--- config.mk ---
export PLATFORM = sky130hd
export DESIGN_NAME = cjar_readout
export DESIGN_NICKNAME = d
export VERILOG_FILES = /design/src/cjar_readout.v
export VERILOG_INCLUDE_DIRS = /design/src
export SDC_FILE = /design/constraint.sdc
export NUM_CORES = 1
export LEC_CHECK = 0
export BUFFER_PORTS_ARGS = -buffer_cell sky130_fd_sc_hd__buf_2
export CAP_MARGIN = 20
export CORE_AREA = 2 2 119 121
export DETAILED_ROUTE_END_ITERATION = 8
export DIE_AREA = 0 0 121 123
export GPL_TIMING_DRIVEN = 0
export PLACE_DENSITY = 0.63
export SLEW_MARGIN = 30
export SYNTH_ARGS = -nofsm -noshare
export SYNTH_HDL_FRONTEND = slang
export SYNTH_SLANG_ARGS = --single-unit
export TNS_END_PERCENT = 100
--- constraint.sdc ---
create_clock -name clk_in -period 2.1 [get_ports clk_in]
set_input_delay 0.42 -clock clk_in [delete_from_list [all_inputs] [get_ports clk_in]]
set_output_delay 0.42 -clock clk_in [all_outputs]
set_load 0.05 [all_outputs]
--- src/cjar_consts.vh ---
// Constants for the cold-junction and raw ADC result registers.
`ifndef CJAR_CONSTS_VH
`define CJAR_CONSTS_VH
`define CJAR_CJ_WIDTH       16
`define CJAR_ADC_WIDTH      24
`define CJAR_ADC_BITS       18
`define CJAR_CJ_RESET       16'h0000
`define CJAR_ADC_RESET      24'h00_0000
`define CJAR_CJ_SIGN_LSB    12
`define CJAR_CJ_FINE_MS     250
`define CJAR_CJ_COARSE_MS   63
`define CJAR_ADC_18_MS      320
`define CJAR_ADC_16_MS      80
`define CJAR_ADC_14_MS      20
`define CJAR_ADC_12_MS      5
`define CJAR_CLK_HZ         40000000
`define CJAR_RES_18         2'h0
`define CJAR_RES_16         2'h1
`define CJAR_RES_14         2'h2
`define CJAR_RES_12         2'h3
`define CJAR_CJ_FINE_MASK   12'hfff
`define CJAR_CJ_COARSE_MASK 12'hffc
`define CJAR_ADC_18_MASK    18'h3_ffff
`define CJAR_ADC_16_MASK    18'h3_fffc
`define CJAR_ADC_14_MASK    18'h3_fff0
`define CJAR_ADC_12_MASK    18'h3_ffc0
`endif

--- src/cjar_readout.v ---
// Cold-junction temperature and raw ADC sample result registers.
`timescale 1ns/1ps
`include "cjar_consts.vh"

module cjar_readout #(
    parameter CJ_FINE_CYCLES   = (`CJAR_CLK_HZ / 1000) * `CJAR_CJ_FINE_MS,
    parameter CJ_COARSE_CYCLES = (`CJAR_CLK_HZ / 1000) * `CJAR_CJ_COARSE_MS,
    parameter ADC_18_CYCLES    = (`CJAR_CLK_HZ / 1000) * `CJAR_ADC_18_MS,
    parameter ADC_16_CYCLES    = (`CJAR_CLK_HZ / 1000) * `CJAR_ADC_16_MS,
    parameter ADC_14_CYCLES    = (`CJAR_CLK_HZ / 1000) * `CJAR_ADC_14_MS,
    parameter ADC_12_CYCLES    = (`CJAR_CLK_HZ / 1000) * `CJAR_ADC_12_MS
) (
    // Clock and reset
    input  wire        clk_in,
    input  wire        rstn_in,
    // Resolution selects
    input  wire        cj_coarse_in,
    input  wire [1:0]  adc_res_in,
    // Front-end samples
    input  wire [11:0] cj_sample_in,
    input  wire [17:0] adc_sample_in,
    // Result registers
    output reg  [15:0] cold_junction_temperature_out,
    output reg  [23:0] raw_adc_sample_out,
    // Conversion-done strobes
    output reg         cj_update_out,
    output reg         adc_update_out
);

    // Field sizes of the two result words.
    localparam CJ_DATA_W  = `CJAR_CJ_SIGN_LSB;
    localparam CJ_FILL_W  = `CJAR_CJ_WIDTH - `CJAR_CJ_SIGN_LSB;
    localparam ADC_DATA_W = `CJAR_ADC_BITS;
    localparam ADC_FILL_W = `CJAR_ADC_WIDTH - `CJAR_ADC_BITS;

    // Conversion timers.
    reg  [31:0] cj_count;
    reg  [31:0] adc_count;
    reg  [31:0] next_cj_count;
    reg  [31:0] next_adc_count;
    reg  [31:0] cj_period;
    reg  [31:0] adc_period;
    wire        cj_expire;
    wire        adc_expire;

    // Resolution masks and next register contents.
    reg  [11:0] cj_mask;
    reg  [17:0] adc_mask;
    reg  [15:0] next_cold_junction_temperature;
    reg  [23:0] next_raw_adc_sample;

    // Timer expiry. The period is read every cycle, so a resolution change
    // takes effect at once and may cut short the conversion in flight.
    function timer_done;
        input [31:0] count;
        input [31:0] period;
        begin
            timer_done = (count >= period - 32'h0000_0001);
        end
    endfunction

    // Cold-junction update interval for the selected resolution.
    function [31:0] cj_period_of;
        input coarse;
        begin
            if (coarse) begin
                cj_period_of = CJ_COARSE_CYCLES;
            end else begin
                cj_period_of = CJ_FINE_CYCLES;
            end
        end
    endfunction

    // Cold-junction data mask: the coarse setting drops the two lowest bits.
    function [11:0] cj_mask_of;
        input coarse;
        begin
            if (coarse) begin
                cj_mask_of = `CJAR_CJ_COARSE_MASK;
            end else begin
                cj_mask_of = `CJAR_CJ_FINE_MASK;
            end
        end
    endfunction

    // Raw ADC conversion time for the selected resolution.
    function [31:0] adc_period_of;
        input [1:0] res;
        begin
            case (res)
                `CJAR_RES_18: begin
                    adc_period_of = ADC_18_CYCLES;
                end
                `CJAR_RES_16: begin
                    adc_period_of = ADC_16_CYCLES;
                end
                `CJAR_RES_14: begin
                    adc_period_of = ADC_14_CYCLES;
                end
                default: begin
                    adc_period_of = ADC_12_CYCLES;
                end
            endcase
        end
    endfunction

    // Raw ADC data mask: each step down in resolution clears two more low bits.
    function [17:0] adc_mask_of;
        input [1:0] res;
        begin
            case (res)
                `CJAR_RES_18: begin
                    adc_mask_of = `CJAR_ADC_18_MASK;
                end
                `CJAR_RES_16: begin
                    adc_mask_of = `CJAR_ADC_16_MASK;
                end
                `CJAR_RES_14: begin
                    adc_mask_of = `CJAR_ADC_14_MASK;
                end
                default: begin
                    adc_mask_of = `CJAR_ADC_12_MASK;
                end
            endcase
        end
    endfunction

    // Sign-extended cold-junction word built from a masked sample.
    function [15:0] cj_word;
        input [11:0] sample;
        input [11:0] mask;
        begin
            cj_word = {{CJ_FILL_W{sample[CJ_DATA_W-1]}}, sample & mask};
        end
    endfunction

    // Sign-extended raw ADC word built from a masked sample.
    function [23:0] adc_word;
        input [17:0] sample;
        input [17:0] mask;
        begin
            adc_word = {{ADC_FILL_W{sample[ADC_DATA_W-1]}}, sample & mask};
        end
    endfunction

    // Resolution decode; the selects are levels and are taken as they stand.
    always @* begin
        cj_period  = cj_period_of(cj_coarse_in);
        cj_mask    = cj_mask_of(cj_coarse_in);
        adc_period = adc_period_of(adc_res_in);
        adc_mask   = adc_mask_of(adc_res_in);
    end

    assign cj_expire  = timer_done(cj_count, cj_period);
    assign adc_expire = timer_done(adc_count, adc_period);

    // Timers restart from zero on expiry, so the two streams run independently.
    always @* begin
        if (cj_expire) begin
            next_cj_count = 32'h0000_0000;
        end else begin
            next_cj_count = cj_count + 32'h0000_0001;
        end
        if (adc_expire) begin
            next_adc_count = 32'h0000_0000;
        end else begin
            next_adc_count = adc_count + 32'h0000_0001;
        end
    end

    // The readable copy is replaced as a whole word at expiry and held otherwise,
    // so a host never sees a mix of two conversions.
    always @* begin
        if (cj_expire) begin
            next_cold_junction_temperature =
                cj_word(cj_sample_in, cj_mask);
        end else begin
            next_cold_junction_temperature = cold_junction_temperature_out;
        end
        if (adc_expire) begin
            next_raw_adc_sample = adc_word(adc_sample_in, adc_mask);
        end else begin
            next_raw_adc_sample = raw_adc_sample_out;
        end
    end

    always @(posedge clk_in or negedge rstn_in) begin
        if (!rstn_in) begin
            cj_count  <= 32'h0000_0000;
            adc_count <= 32'h0000_0000;
        end else begin
            cj_count  <= next_cj_count;
            adc_count <= next_adc_count;
        end
    end

    // Both result words read zero from reset until their first transfer.
    always @(posedge clk_in or negedge rstn_in) begin
        if (!rstn_in) begin
            cold_junction_temperature_out <= `CJAR_CJ_RESET;
            raw_adc_sample_out            <= `CJAR_ADC_RESET;
        end else begin
            cold_junction_temperature_out <= next_cold_junction_temperature;
            raw_adc_sample_out            <= next_raw_adc_sample;
        end
    end

    // One-cycle strobes that rise with the register load they announce.
    always @(posedge clk_in or negedge rstn_in) begin
        if (!rstn_in) begin
            cj_update_out  <= 1'b0;
            adc_update_out <= 1'b0;
        end else begin
            cj_update_out  <= cj_expire;
            adc_update_out <= adc_expire;
        end
    end

endmodule

[Word-level counts from Yosys, hierarchy flattened]
Index checks and enable logic that the tools add are counted.
Operators by class
  mux-type cells: 6
  equality and inequality tests: 2
  $lt $le $gt $ge: 2
  reductions and logical operators: 1
  bitwise operators: 2
  $add $sub $neg: 4
Operators by type and width (number)
  24-bit one-hot mux with 3 select lines: 1
  32-bit by 1-bit adder with 32-bit output, second input constant: 2
  32-bit >= comparator: 2
  32-bit 2-to-1 mux: 2
  32-bit by 1-bit subtractor with 32-bit output, second input constant: 2
  24-bit 2-to-1 mux: 1
  18-bit bitwise AND: 1
  6-bit one-hot mux with 3 select lines: 1
  12-bit bitwise AND: 1
  2-bit by 1-bit == test with 1-bit output, second input constant: 1
  2-bit == test, second input constant: 1
  2-bit zero test: 1
  2-bit 2-to-1 mux: 1
Word-level totals
  logic and storage cells: 23
  input bits: 35
  bits in registers: 98
  output and inout bits: 42

[Longest topological paths before layout]
Gate-level depths: netlist (run 1).
  depth in word-level cells: 5
  depth in mapped cells: 13
  gate-level depth less buffers: 11

[Worst setup path after synthesis (run 1)]
Ideal clock, no wire load.
  kind: input port to flip-flop
  start: input port adc_res_in[0]
  end: register raw_adc_sample_out[17]
  data required time: 1975 ps
  stages: 12
  arrival: 2377 ps
  setup time: 125 ps
  path slack: -403 ps
  cells stage by stage: inv_1 > ha_1 > inv_1 > a21oi_1 > inv_1 > ha_1 > nand4_1 > nor4_4 > nand3_1 > o211ai_4 > buf_6 > mux2_4
Between the ends
  longest elaborated chain between the ends: 4
Ends and longest elaborated chain
  start: declaration: RTL line cjar_readout.v:18  | input wire [1:0] adc_res_in,
  2-bit == test, or another cell as far along: RTL line cjar_readout.v:90  | case (res)
  24-bit one-hot mux with 3 select lines *: RTL line cjar_readout.v:90
  32-bit by 1-bit subtractor with 32-bit output *: RTL line cjar_readout.v:58  | timer_done = (count >= period - 32'h0000_0001);
  32-bit >= comparator *: RTL line cjar_readout.v:58
  end signal: assignment: RTL line cjar_readout.v:201  | raw_adc_sample_out <= `CJAR_ADC_RESET;
  end signal: assignment: RTL line cjar_readout.v:204  | raw_adc_sample_out <= next_raw_adc_sample;
  end: declaration: RTL line cjar_readout.v:24  | output reg [23:0] raw_adc_sample_out,
Mark *: on every way between the ends. The rest lies on a longest branch, timed or not.
A chain may end at the register's enable or synchronous reset.

[Worst setup path in the final report (run 1)]
  start: input port adc_res_in[1]
  end: register raw_adc_sample_out[13]
The elaborated chain is that of the path after synthesis.

==> impl_results.rst, run 1 <==
.. list-table::
   :header-rows: 1

   * - Metric
     - Value
   * - Violations in the final reports
     - negative setup slack
   * - Kind of path behind the tightest hold check
     - input port to flop
   * - Cell depth of the worst min-delay path
     - 2
   * - Number of vias after detailed routing
     - 4264
   * - Count of max-cap constraint violations
     - 0
   * - Most instantiated flip-flop cell in the synthesis netlist
     - sky130_fd_sc_hd__dfrtp_1
   * - Chain of cells forming the critical path
     - buf_12 -> inv_16 -> ha_1 -> inv_1 -> ha_1 -> nand4_1 -> nor4_4 -> a221oi_2 -> o211ai_4 -> buf_6 -> buf_8 -> mux2_4
   * - Result of the run
     - complete, but fails checks
   * - CTS root buf
     - sky130_fd_sc_hd__clkbuf_16
   * - Antenna violations before repair
     - 0
   * - Die Y-Extent
     - 123 µm
   * - Element type at the critical path end
     - flop
   * - Number of nets in the layout
     - 724
   * - Worst Path Class, Setup
     - input port to flop
   * - Overall overflow remaining after global route
     - 0
   * - Transition time of the tightest slew-check pin
     - 0.682 ns
   * - Global-route wire length before repair
     - 19700 µm
   * - Asr flop ratio synth
     - 100%
   * - Hpwl dp
     - 8260 µm
   * - Die X-Extent
     - 121 µm
   * - Crit share post-route
     - 109%
   * - DRC violation count after routing
     - 0
   * - Clock insertion delay at the later pin of the skew report
     - 0.34 ns
   * - Length in cells of the worst reg-to-reg path
     - 8
   * - CTS Buf Count
     - 9
   * - Maximum number of pins on one net before global-route repair
     - 71
   * - Clock Sinks
     - 96
   * - Max incr delay on CP
     - 0.34 ns
   * - End of the worst register-to-register path
     - raw_adc_sample_out[13]
   * - Data arrival time of the critical path
     - 2.52 ns
   * - Number of buffer cells added on primary ports
     - 76
   * - Area growth from synthesis to final layout
     - 33.3%
   * - Global router's overall resource usage
     - 16.7%
   * - # rows
     - 43
   * - Worst setup slack for register-to-register paths
     - -0.16 ns
   * - Highest-count cells in the layout ignoring fill and taps
     - sky130_fd_sc_hd__dfrtp_1, sky130_fd_sc_hd__buf_2, sky130_fd_sc_hd__nand2_1
   * - Die ar.
     - 0.0149 mm²
   * - Final WS setup
     - -0.195 ns
   * - Cell count after synthesis
     - 511
   * - Vias per cell
     - 5.12
   * - Wirelength, routed
     - 12700 µm
   * - I/O pin count
     - 77
   * - Placeable Area
     - 0.0136 mm²
   * - Critical hold path startpoint
     - adc_sample_in[17]
   * - Final Critical Period
     - 2.30 ns
   * - Final count of pins violating max slew
     - 0
   * - IR drop worst, VDD
     - 0.000305 V
   * - First-pass DRT Iterations
     - 4
   * - GP Congestion
     - 0.841
   * - Sequential share of the synthesized area
     - 45.0%
   * - Static Leakage
     - 0.00309 µW
   * - Commonest non-fill, non-tap cell in the layout
     - sky130_fd_sc_hd__dfrtp_1
   * - Starting density of the core
     - 39.2%
   * - Highest attainable clock frequency
     - 436 MHz
   * - Starting DRT DRC Count
     - 269
   * - Fraction of layout instances using a drive strength above 1
     - 34.3%
   * - Number of global-route vias before repair
     - 4215
   * - Most frequent cell on the critical path
     - sky130_fd_sc_hd__ha_1
   * - Ys Warns
     - 0
   * - Syn avg cell area
     - 10.4 µm²
   * - Post-synthesis instance area
     - 0.00534 mm²
   * - Worst slack at placement
     - -0.826 ns
   * - Core Util, Final
     - 52.2%
   * - Average detailed-routed wire length per instance
     - 15.2 µm
   * - Count of inserted antenna diode cells
     - 0
   * - H-tree levels
     - 3
   * - Clk pin slew, worst setup/hold paths
     - 0.06 ns
   * - Bufs on Longest Clock Path
     - 2
   * - Clock Skew
     - 0.00968 ns
   * - Maximum fanout along the worst path
     - 5
   * - Detail Route Antenna Nets
     - 0
   * - Endpoint with the worst hold slack
     - raw_adc_sample_out[17]
   * - Startpoint of the worst-slack reg-to-reg timing path
     - adc_count[22]
   * - Critical Path Start Type
     - input port
   * - Total setup violations reported at the end of the flow
     - 30
   * - Crit path max-delay cell type
     - sky130_fd_sc_hd__ha_1
   * - Distinct cell type count after synthesis
     - 45
   * - Total power divided by cell area
     - 573 mW/mm²
   * - Data required time of the worst path
     - 2.32 ns
   * - Max_slew headroom
     - 54.2%
   * - TritonCTS clock tree
     - yes
   * - Synthesized flop and latch total
     - 96
   * - Setup repair after global routing missed its margin
     - yes
   * - Number of enable flip-flop cells after synthesis
     - 0
   * - Final hold viol count
     - 0
[what timing repair did]
| action | 4_1_cts | 5_1_grt |
|---|---|---|
| pin swaps | 11 | 19 |
| endpoints found under the hold margin | 26 | 0 |
| hold buffers | 1 | 0 |
| gates resized for setup | 46 | 44 |
| endpoints found under the setup margin | 78 | 78 |
| cloned | 1 | 3 |
| setup buffers | 15 | 20 |
[worst max-delay path: cells and delay by family]
kind | cells | cell delay [ns]
buffers and inverters | 5 | 0.56
adders and majority gates | 2 | 0.51
AOI/OAI and AO/OA | 2 | 0.48
muxes | 1 | 0.29
and+or+nand+nor | 2 | 0.24
[kinds of logic after synthesis]
group | count (synthesis) | synth area share (%)
simple gates | 200 | 20.3
flops | 96 | 45.0
buf+inv | 54 | 5.21
xor+xnor | 46 | 7.55
compound gates | 44 | 5.86
fa+ha+maj | 40 | 9.38
mux | 30 | 6.57
other cells | 1 | 0.0703
[power breakdown]
group	total (µW)	switching, µW	internal (µW)
logic	520	329	191
registers	1930	30.6	1890
clock network	1630	684	949
total	4080	1040	3030
[cells in the mapped netlist, types with 5 or more instances]
cell	instances	area share [%]
sky130_fd_sc_hd__mux2_2	8	1.7
sky130_fd_sc_hd__o211ai_1	10	1.4
sky130_fd_sc_hd__nand4_1	24	2.8
sky130_fd_sc_hd__xor2_1	14	2.3
sky130_fd_sc_hd__and2_1	13	1.5
sky130_fd_sc_hd__dfrtp_1	96	45
sky130_fd_sc_hd__nor4_1	8	0.94
sky130_fd_sc_hd__buf_2	6	0.56
sky130_fd_sc_hd__inv_1	26	1.8
sky130_fd_sc_hd__mux2i_1	14	2.6
sky130_fd_sc_hd__and4_1	6	0.98
sky130_fd_sc_hd__ha_1	40	9.4
sky130_fd_sc_hd__clkbuf_1	5	0.35
sky130_fd_sc_hd__nor2_1	38	2.7
sky130_fd_sc_hd__o21ai_0	7	0.66
sky130_fd_sc_hd__buf_4	12	1.7
sky130_fd_sc_hd__a21oi_1	14	1.3
sky130_fd_sc_hd__nand3_1	14	1.3
sky130_fd_sc_hd__mux2_4	8	2.3
sky130_fd_sc_hd__xnor2_1	32	5.3
sky130_fd_sc_hd__nand2_1	40	2.8
sky130_fd_sc_hd__nor3_1	35	3.3
[flip-flops by register name, summed over array words and instances, names as in the netlist]
signal / count
adc_count: 32
cj_count: 32
raw_adc_sample_out: 18
cold_junction_temperature_out: 12
adc_update_out: 1
cj_update_out: 1
[area by class of cell]
| class | instances | area [µm²] |
|---|---|---|
| fillers | 1168 | 6500 |
| multi-input cells | 374 | 2990 |
| flip-flops and latches | 96 | 2410 |
| repair buffers | 115 | 845 |
| clock buffers | 12 | 246 |
| plain buffers | 27 | 229 |
| well taps | 180 | 225 |
| inverters | 26 | 128 |
| clock inverters | 3 | 42.5 |
[worst max path at each step]
stage,start,to
after floorplan,adc_res_in[1],raw_adc_sample_out[17]
after global placement,adc_res_in[1],raw_adc_sample_out[17]
after detailed placement,adc_res_in[1],raw_adc_sample_out[10]
after CTS,adc_res_in[1],raw_adc_sample_out[13]
after global routing,adc_res_in[1],raw_adc_sample_out[13]
final,adc_res_in[1],raw_adc_sample_out[13]
[per-layer routing]
| layer | share of wire [%] | track usage [%] | vias to the layer above |
|---|---|---|---|
| li1 | - | - | 2049 |
| met1 | 45 | 21.4 | 2103 |
| met2 | 50 | 28.4 | 95 |
| met3 | 3.9 | 2.68 | 17 |
| met4 | 1.3 | 6.54 | 0 |
| met5 | 0 | 0 | - |
[stage by stage]
stage                     hold slack (ns)  std cells  power (µW)  instance area (µm²)  TNS (ns)
after floorplan                     0.124        524        2250                 5470     -6.14
after global placement              0.450        780        2390                 6070    -80.23
after detailed placement            0.310        781        2410                 6100    -52.30
after CTS                           0.296        811        4090                 6750     -3.30
after global routing                0.297        833        4240                 7110     -6.85
final                               0.310        833        4080                 7110     -2.49
Power figures use the tool's default switching activity.
==> run 2: changes to the inputs <==
--- a/config.mk
+++ b/config.mk
@@ -6,11 +6,12 @@
 export SDC_FILE = /design/constraint.sdc
 export NUM_CORES = 1
 export LEC_CHECK = 0
+export ABC_AREA = 1
 export BUFFER_PORTS_ARGS = -buffer_cell sky130_fd_sc_hd__buf_2
 export CAP_MARGIN = 20
-export CORE_AREA = 2 2 119 121
+export CORE_AREA = 4 4 121 123
 export DETAILED_ROUTE_END_ITERATION = 8
-export DIE_AREA = 0 0 121 123
+export DIE_AREA = 0 0 125 127
 export GPL_TIMING_DRIVEN = 0
 export PLACE_DENSITY = 0.63
 export SLEW_MARGIN = 30
==> run 2 against run 1 <==
Compared with the run above:
- the run now ends clean
- largest power group unchanged
- register-to-register slack improved by 0.31 ns
- wire length decreased by 8.7%
- maximum frequency increased by 15%
- total power down 2.6%
==> impl_results.rst, run 2 <==
.. list-table::
   :header-rows: 1

   * - Metric
     - Value
   * - Kind of cell with the highest combined delay on the critical path
     - simple AND/OR/NAND/NOR gates
   * - First-pass DRT Iterations
     - 4
   * - Crit. path cell count
     - 14
   * - Final Power
     - 3970 µW
   * - Element type at the critical path end
     - flop
   * - Busiest metal layer after global routing
     - met2
   * - Number of vias after detailed routing
     - 4339
   * - Number of buffer cells added on primary ports
     - 76
   * - Final hold slack
     - 0.271 ns
   * - Die X-Extent
     - 125 µm
   * - Asr flop ratio synth
     - 100%
   * - Global router's overall resource usage
     - 15.0%
   * - GR met2 Demand/Resource
     - 26.6%
   * - Static Leakage
     - 0.00324 µW
   * - Die Y-Extent
     - 127 µm
   * - Area contributors post-synth
     - sky130_fd_sc_hd__dfrtp_1, sky130_fd_sc_hd__nand2_1, sky130_fd_sc_hd__ha_1
   * - I/O pin count
     - 77
   * - Final std cells w/o fill
     - 935
   * - Area growth from synthesis to final layout
     - 23.6%
   * - Number of global-route vias before repair
     - 4311
   * - GP Congestion
     - 0.830
   * - Launching element of the worst setup path
     - adc_res_in[1]
   * - Placeable Area
     - 0.0137 mm²
   * - Critical Path Start Type
     - input port
   * - Startpoint of the worst-slack reg-to-reg timing path
     - adc_count[19]
   * - Overall overflow remaining after global route
     - 0
   * - Distinct cell type count after synthesis
     - 35
   * - Max incr delay on CP
     - 0.29 ns
   * - Fraction of met3 tracks used by global routing
     - 3.97%
   * - Clock Skew
     - 0.00656 ns
   * - Hpwl dp
     - 8560 µm
   * - Clk pin slew, worst setup/hold paths
     - 0.06 ns
   * - Chain of cells forming the critical path
     - buf_4 -> inv_6 -> ha_4 -> inv_1 -> ha_1 -> nand2_1 -> nor2_1 -> and2_1 -> nand2_1 -> nand3_2 -> nand2_2 -> nand3_4 -> clkbuf_16 -> a21oi_1
   * - Vias per cell
     - 4.64
   * - Syn avg cell area
     - 8.38 µm²
   * - Cell count after placement
     - 909
   * - Global-route wire length before repair
     - 19600 µm
   * - Detail Route Antenna Nets
     - 0
   * - Fraction of layout instances using a drive strength above 1
     - 21.9%
   * - Worst Path Class, Setup
     - input port to flop
   * - Setup total negative slack
     - 0 ns
   * - End of the worst register-to-register path
     - adc_count[23]
   * - Data required time of the worst path
     - 2.36 ns
   * - DRC violation count after routing
     - 0
   * - # rows
     - 43
   * - Data arrival time of the critical path
     - 2.26 ns
   * - Crit share post-route
     - 95.2%
   * - Crit path max-delay cell type
     - sky130_fd_sc_hd__ha_4
   * - Synthesized flop and latch total
     - 96
   * - Critical path destination
     - adc_count[23]
   * - CTS Buf Count
     - 9
   * - Count of max-cap constraint violations
     - 0
   * - Starting density of the core
     - 39.2%
   * - Share of the synthesized area in the top cell type
     - 44.8%
   * - Total power divided by cell area
     - 600 mW/mm²
   * - Cell type with the largest total area after synthesis
     - sky130_fd_sc_hd__dfrtp_1
   * - Final Critical Period
     - 2.00 ns
   * - Maximum number of pins on one net before global-route repair
     - 71
   * - Final count of pins violating max slew
     - 0
   * - Leading cell type by number of instances after synthesis
     - sky130_fd_sc_hd__nand2_1
   * - Bufs on Longest Clock Path
     - 2
   * - Count of inserted antenna diode cells
     - 0
   * - Total setup violations reported at the end of the flow
     - 0
   * - Bufs and invs on worst path
     - 4
   * - Met1 Track Usage GR
     - 18.0%
   * - H-tree levels
     - 3
   * - CTS root buf
     - sky130_fd_sc_hd__clkbuf_16
   * - Highest attainable clock frequency
     - 500 MHz
   * - TritonCTS clock tree
     - yes
   * - Average detailed-routed wire length per instance
     - 12.4 µm
   * - Commonest non-fill, non-tap cell in the layout
     - sky130_fd_sc_hd__nand2_1
   * - Worst setup slack for register-to-register paths
     - 0.15 ns
   * - Cell count after synthesis
     - 639
   * - Sequential share of the synthesized area
     - 44.8%
   * - Starting DRT DRC Count
     - 203
   * - Most frequent cell on the critical path
     - sky130_fd_sc_hd__nand2_1
   * - IR drop worst, VDD
     - 0.000403 V
   * - Clock insertion delay at the later pin of the skew report
     - 0.34 ns
   * - Antenna violations before repair
     - 0
   * - Final hold viol count
     - 0
   * - Ys Warns
     - 0
   * - Post-synthesis instance area
     - 0.00536 mm²
   * - Leading registers by flop count
     - adc_count x32, cj_count x32, raw_adc_sample_out x18
   * - Wirelength, routed
     - 11600 µm
   * - Clock Sinks
     - 96
   * - Result of the run
     - finished, final reports clean
   * - Maximum fanout along the worst path
     - 7
   * - Number of nets in the layout
     - 826
   * - Most instantiated flip-flop cell in the synthesis netlist
     - sky130_fd_sc_hd__dfrtp_1
   * - Ranking of synthesized cells by instance count
     - sky130_fd_sc_hd__nand2_1, sky130_fd_sc_hd__dfrtp_1, sky130_fd_sc_hd__nor2_1
   * - Die ar.
     - 0.0159 mm²
   * - Highest-count cells in the layout ignoring fill and taps
     - sky130_fd_sc_hd__nand2_1, sky130_fd_sc_hd__dfrtp_1, sky130_fd_sc_hd__nor2_1
   * - Length in cells of the worst reg-to-reg path
     - 8
   * - Number of enable flip-flop cells after synthesis
     - 0
   * - Kind of path behind the tightest hold check
     - input port to flop
[run 2: cell type report]
cell class	instances	area (µm²)
fill	1330	7050
buffer	20	186
timing repair buffer	88	576
sequential	96	2400
tap	180	225
multi-input combinational	478	2710
inverter	58	229
clock inverter	3	42.5
clock buffer	12	246
[run 2: worst min-delay path by stage]
stage | start | to | slack, ns | cells after the start
2_1_floorplan | rstn_in | adc_count[0] | 0.12 | 0
3_3_place_gp | cj_count[0] | cj_count[0] | 0.45 | 1
3_5_place_dp | rstn_in | cj_update_out | 0.31 | 1
4_1_cts | adc_sample_in[17] | raw_adc_sample_out[17] | 0.25 | 3
5_1_grt | cj_sample_in[8] | cold_junction_temperature_out[8] | 0.27 | 3
6_report | adc_sample_in[17] | raw_adc_sample_out[17] | 0.27 | 3
[run 2: worst reg2reg max path, cell delays in order, from the launching register on]
cell and delay (ns):
sky130_fd_sc_hd__dfrtp_1 0.46, sky130_fd_sc_hd__ha_1 0.34, sky130_fd_sc_hd__a21o_1 0.18, sky130_fd_sc_hd__o21ai_1 0.18
sky130_fd_sc_hd__nand2_1 0.07, sky130_fd_sc_hd__nand2_1 0.11, sky130_fd_sc_hd__nand3_4 0.18, sky130_fd_sc_hd__clkbuf_16 0.22
sky130_fd_sc_hd__a21oi_1 0.12
[run 2: logic make-up after synthesis]
group	share of synthesized area, %
AOI/OAI and AO/OA	3.15
DFF	44.8
buffers and inverters	7.33
adders and majority gates	9.34
other	0.0700
and+or+nand+nor	29.7
xor gates and xnor gates	5.56
[run 2: repair_timing]
| action | 4_1_cts | 5_1_grt |
|---|---|---|
| buffers inserted | 4 | 3 |
| setup endpoints to repair | 40 | 45 |
| hold endpoints to repair | 26 | 0 |
| hold buffers | 1 | 0 |
| pin swaps | 1 | 4 |
| gates resized for setup | 4 | 25 |
| cloned | 0 | 3 |
[run 2: report_power, final]
part	switching, µW	total (µW)	internal, µW
Combinational	307	443	136
Clock	661	1610	947
Sequential	23.3	1920	1890
Total	991	3970	2980
[run 2: layer usage]
metal / vias up / wire (µm)
met4: 0 / 145
met2: 64 / 5980
met5: - / 0
met3: 13 / 439
met1: 2046 / 5030
li1: 2216 / -
[run 2: per-stage QoR]
step                      instance area [µm²]  setup slack [ns]  util, %
after floorplan                          5430           0.00659        -
after global placement                   6030            -0.415     44.2
after detailed placement                 6070            -0.481     44.4
after CTS                                6420            0.0120     47.0
after global routing                     6620          -0.00363     48.4
final                                    6620             0.100     48.4
==> run 3: changes to the inputs <==
--- a/config.mk
+++ b/config.mk
@@ -14,6 +14,7 @@
 export DIE_AREA = 0 0 125 127
 export GPL_TIMING_DRIVEN = 0
 export PLACE_DENSITY = 0.63
+export REMOVE_ABC_BUFFERS = 1
 export SLEW_MARGIN = 30
 export SYNTH_ARGS = -nofsm -noshare
 export SYNTH_HDL_FRONTEND = slang
==> run 3 against run 2 <==
Compared with the run above:
- sequential share of layout area is 0.87 points higher
- first-iteration DRC count is 54% higher
- flip-flop and latch count stayed put
- global-route usage is 0.14 points higher
- critical path depth is 2 lower
- non-clock buffer count is 20 lower
- clock skew is 0.0024 ns higher
- total power is 1.1% lower
- critical endpoint is now raw_adc_sample_out[5]
==> impl_results.rst, run 3 (synthesized netlist as in run 2, its figures left out) <==
.. list-table::
   :header-rows: 1

   * - Metric
     - Value
   * - Result of the run
     - finished, final reports clean
   * - Vias per cell
     - 4.76
   * - Clk pin slew, worst setup/hold paths
     - 0.07 ns
   * - Maximum fanout along the worst path
     - 6
   * - Die X-Extent
     - 125 µm
   * - Starting DRT DRC Count
     - 312
   * - Kind of path behind the tightest hold check
     - input port to flop
   * - Final WS setup
     - 0.113 ns
   * - Kind of cell with the highest combined delay on the critical path
     - simple AND/OR/NAND/NOR gates
   * - # rows
     - 43
   * - Average detailed-routed wire length per instance
     - 13.4 µm
   * - Starting density of the core
     - 39.2%
   * - TritonCTS clock tree
     - yes
   * - Wirelength, routed
     - 12400 µm
   * - Length in cells of the worst reg-to-reg path
     - 8
   * - Final instance area
     - 0.00646 mm²
   * - Cell count after placement
     - 889
   * - Fraction of layout instances using a drive strength above 1
     - 21.5%
   * - Worst setup slack for register-to-register paths
     - 0.14 ns
   * - Max incr delay on CP
     - 0.30 ns
   * - Number of buffer cells added on primary ports
     - 76
   * - Maximum number of pins on one net before global-route repair
     - 62
   * - Cell depth of the worst min-delay path
     - 3
   * - Area growth from synthesis to final layout
     - 20.7%
   * - DRC violation count after routing
     - 0
   * - Clock insertion delay at the later pin of the skew report
     - 0.35 ns
   * - Count of inserted antenna diode cells
     - 0
   * - Highest attainable clock frequency
     - 503 MHz
   * - Chain of cells forming the critical path
     - buf_2 -> inv_2 -> ha_1 -> inv_1 -> ha_1 -> a21o_1 -> nor2_1 -> nand3_4 -> nand2_8 -> nand3_4 -> nand2_2 -> nand2_1
   * - Count of max-cap constraint violations
     - 0
   * - Critical hold path startpoint
     - cj_sample_in[3]
   * - H-tree levels
     - 3
   * - Total setup violations reported at the end of the flow
     - 0
   * - Data required time of the worst path
     - 2.34 ns
   * - Final std cells w/o fill
     - 923
   * - Number of global-route vias before repair
     - 4335
   * - Number of nets in the layout
     - 813
   * - Total power divided by cell area
     - 607 mW/mm²
   * - Global router's overall resource usage
     - 15.1%
   * - Crit path max-delay cell type
     - sky130_fd_sc_hd__ha_1
   * - Worst Path Class, Setup
     - input port to flop
   * - Fillers
     - 1320
   * - Final Critical Period
     - 1.99 ns
   * - Antenna violations before repair
     - 0
   * - Global-route wire length before repair
     - 20100 µm
   * - Die Y-Extent
     - 127 µm
   * - Final hold viol count
     - 0
   * - Clock Sinks
     - 96
   * - First-pass DRT Iterations
     - 4
   * - I/O pin count
     - 77
   * - Hpwl dp
     - 8150 µm
   * - IR drop worst, VDD
     - 0.000306 V
   * - Critical Path Start Type
     - input port
   * - Die ar.
     - 0.0159 mm²
   * - Element type at the critical path end
     - flop
   * - Number of vias after detailed routing
     - 4395
   * - Cell area reported after detailed placement
     - 0.00587 mm²
   * - Static Leakage
     - 0.00315 µW
   * - Overall overflow remaining after global route
     - 0
   * - Crit share post-route
     - 94.6%
   * - Placeable Area
     - 0.0137 mm²
   * - CTS Buf Count
     - 9
   * - Data arrival time of the critical path
     - 2.23 ns
   * - Leading registers by flop count
     - adc_count x32, cj_count x32, raw_adc_sample_out x18
   * - Bufs on Longest Clock Path
     - 2
   * - GP Congestion
     - 0.854
   * - Clock Skew
     - 0.00893 ns
   * - Worst slack at placement
     - -1.18 ns
   * - Transition time of the tightest slew-check pin
     - 0.508 ns
   * - End of the worst register-to-register path
     - raw_adc_sample_out[5]
   * - Final hold slack
     - 0.261 ns
   * - Detail Route Antenna Nets
     - 0
   * - Final count of pins violating max slew
     - 0
   * - Highest-count cells in the layout ignoring fill and taps
     - sky130_fd_sc_hd__nand2_1, sky130_fd_sc_hd__dfrtp_1, sky130_fd_sc_hd__nor2_1
   * - CTS root buf
     - sky130_fd_sc_hd__clkbuf_16
   * - Endpoint with the worst hold slack
     - cold_junction_temperature_out[3]
   * - Commonest non-fill, non-tap cell in the layout
     - sky130_fd_sc_hd__nand2_1
   * - Bufs and invs on worst path
     - 3
   * - Startpoint of the worst-slack reg-to-reg timing path
     - adc_count[19]
   * - Max_slew headroom
     - 66.0%
[run 3: cell types whose count changed in the layout (fill, tap and decap cells not counted), moves of 3 or more]
cell / previous run / this run
sky130_fd_sc_hd__buf_4: 18 / 10
sky130_fd_sc_hd__nand2_1: 174 / 167
sky130_fd_sc_hd__buf_6: 7 / 1
sky130_fd_sc_hd__nand2_2: 12 / 17
sky130_fd_sc_hd__nand3_4: 1 / 6
sky130_fd_sc_hd__ha_4: 6 / 2
sky130_fd_sc_hd__nand2_4: 1 / 4
[run 3: repair_timing]
| item | CTS | global route |
|---|---|---|
| hold buffers | 1 | 0 |
| hold endpoints to repair | 35 | 0 |
| setup buffers | 4 | 6 |
| resized for setup | 8 | 25 |
| gates cloned | 2 | 5 |
| endpoints found under the setup margin | 50 | 76 |
| pin swaps | 5 | 6 |
[run 3: layout make-up]
cell class	instances	area [µm²]	area share [%]
inverter	58	221	3.43
sequential	96	2400	37.2
tap	180	225	3.48
clock inverter	7	62.6	0.968
timing repair buffer	88	517	7.99
multi-input combinational	485	2810	43.5
clock buffer	9	225	3.48
[run 3: stage by stage]
stage	utilization [%]	total power [µW]	TNS (ns)
after global routing	47.3	4090	-0.0173
final	47.3	3930	0
after CTS	45.8	3970	-0.0578
after floorplan	-	2190	-19.92
after global placement	42.7	2330	-86.19
after detailed placement	43.0	2350	-58.87
[run 3: worst max-delay path by stage]
| stage | start | end | slack (ns) | cells past startpoint |
|---|---|---|---|---|
| 2_1_floorplan | raw_adc_sample_out[17] | raw_adc_sample_out[17] | -0.71 | 0 |
| 4_1_cts | adc_res_in[0] | raw_adc_sample_out[5] | -0.02 | 13 |
| 5_1_grt | adc_res_in[1] | raw_adc_sample_out[5] | -0.02 | 14 |
| 3_3_place_gp | adc_res_in[0] | adc_count[23] | -1.07 | 13 |
| 6_report | adc_res_in[1] | raw_adc_sample_out[5] | 0.11 | 12 |
| 3_5_place_dp | adc_res_in[0] | raw_adc_sample_out[5] | -1.18 | 14 |
[run 3: report_power, final]
group / leakage, µW / internal (µW) / switching (µW)
clock network: 0.000144 / 831 / 763
logic: 0.00176 / 114 / 301
registers: 0.00124 / 1890 / 23.9
[run 3: worst register-to-register path, stage by stage, from the launching register on]
cell and delay (ns):
sky130_fd_sc_hd__dfrtp_1 0.46, sky130_fd_sc_hd__ha_1 0.34, sky130_fd_sc_hd__a21o_1 0.18, sky130_fd_sc_hd__o21ai_1 0.17, sky130_fd_sc_hd__nand2_1 0.12, sky130_fd_sc_hd__nand2_4 0.19
sky130_fd_sc_hd__nand3_4 0.20, sky130_fd_sc_hd__nand2_2 0.14, sky130_fd_sc_hd__nand2_1 0.06
[run 3: layer usage]
layer / vias to the layer above / global-route usage (%) / wire length [µm]
li1: 2210 / - / -
met1: 2079 / 19.1 / 5310
met2: 92 / 27.0 / 6310
met3: 14 / 2.97 / 597
met4: 0 / 3.06 / 161
met5: - / 0 / 0
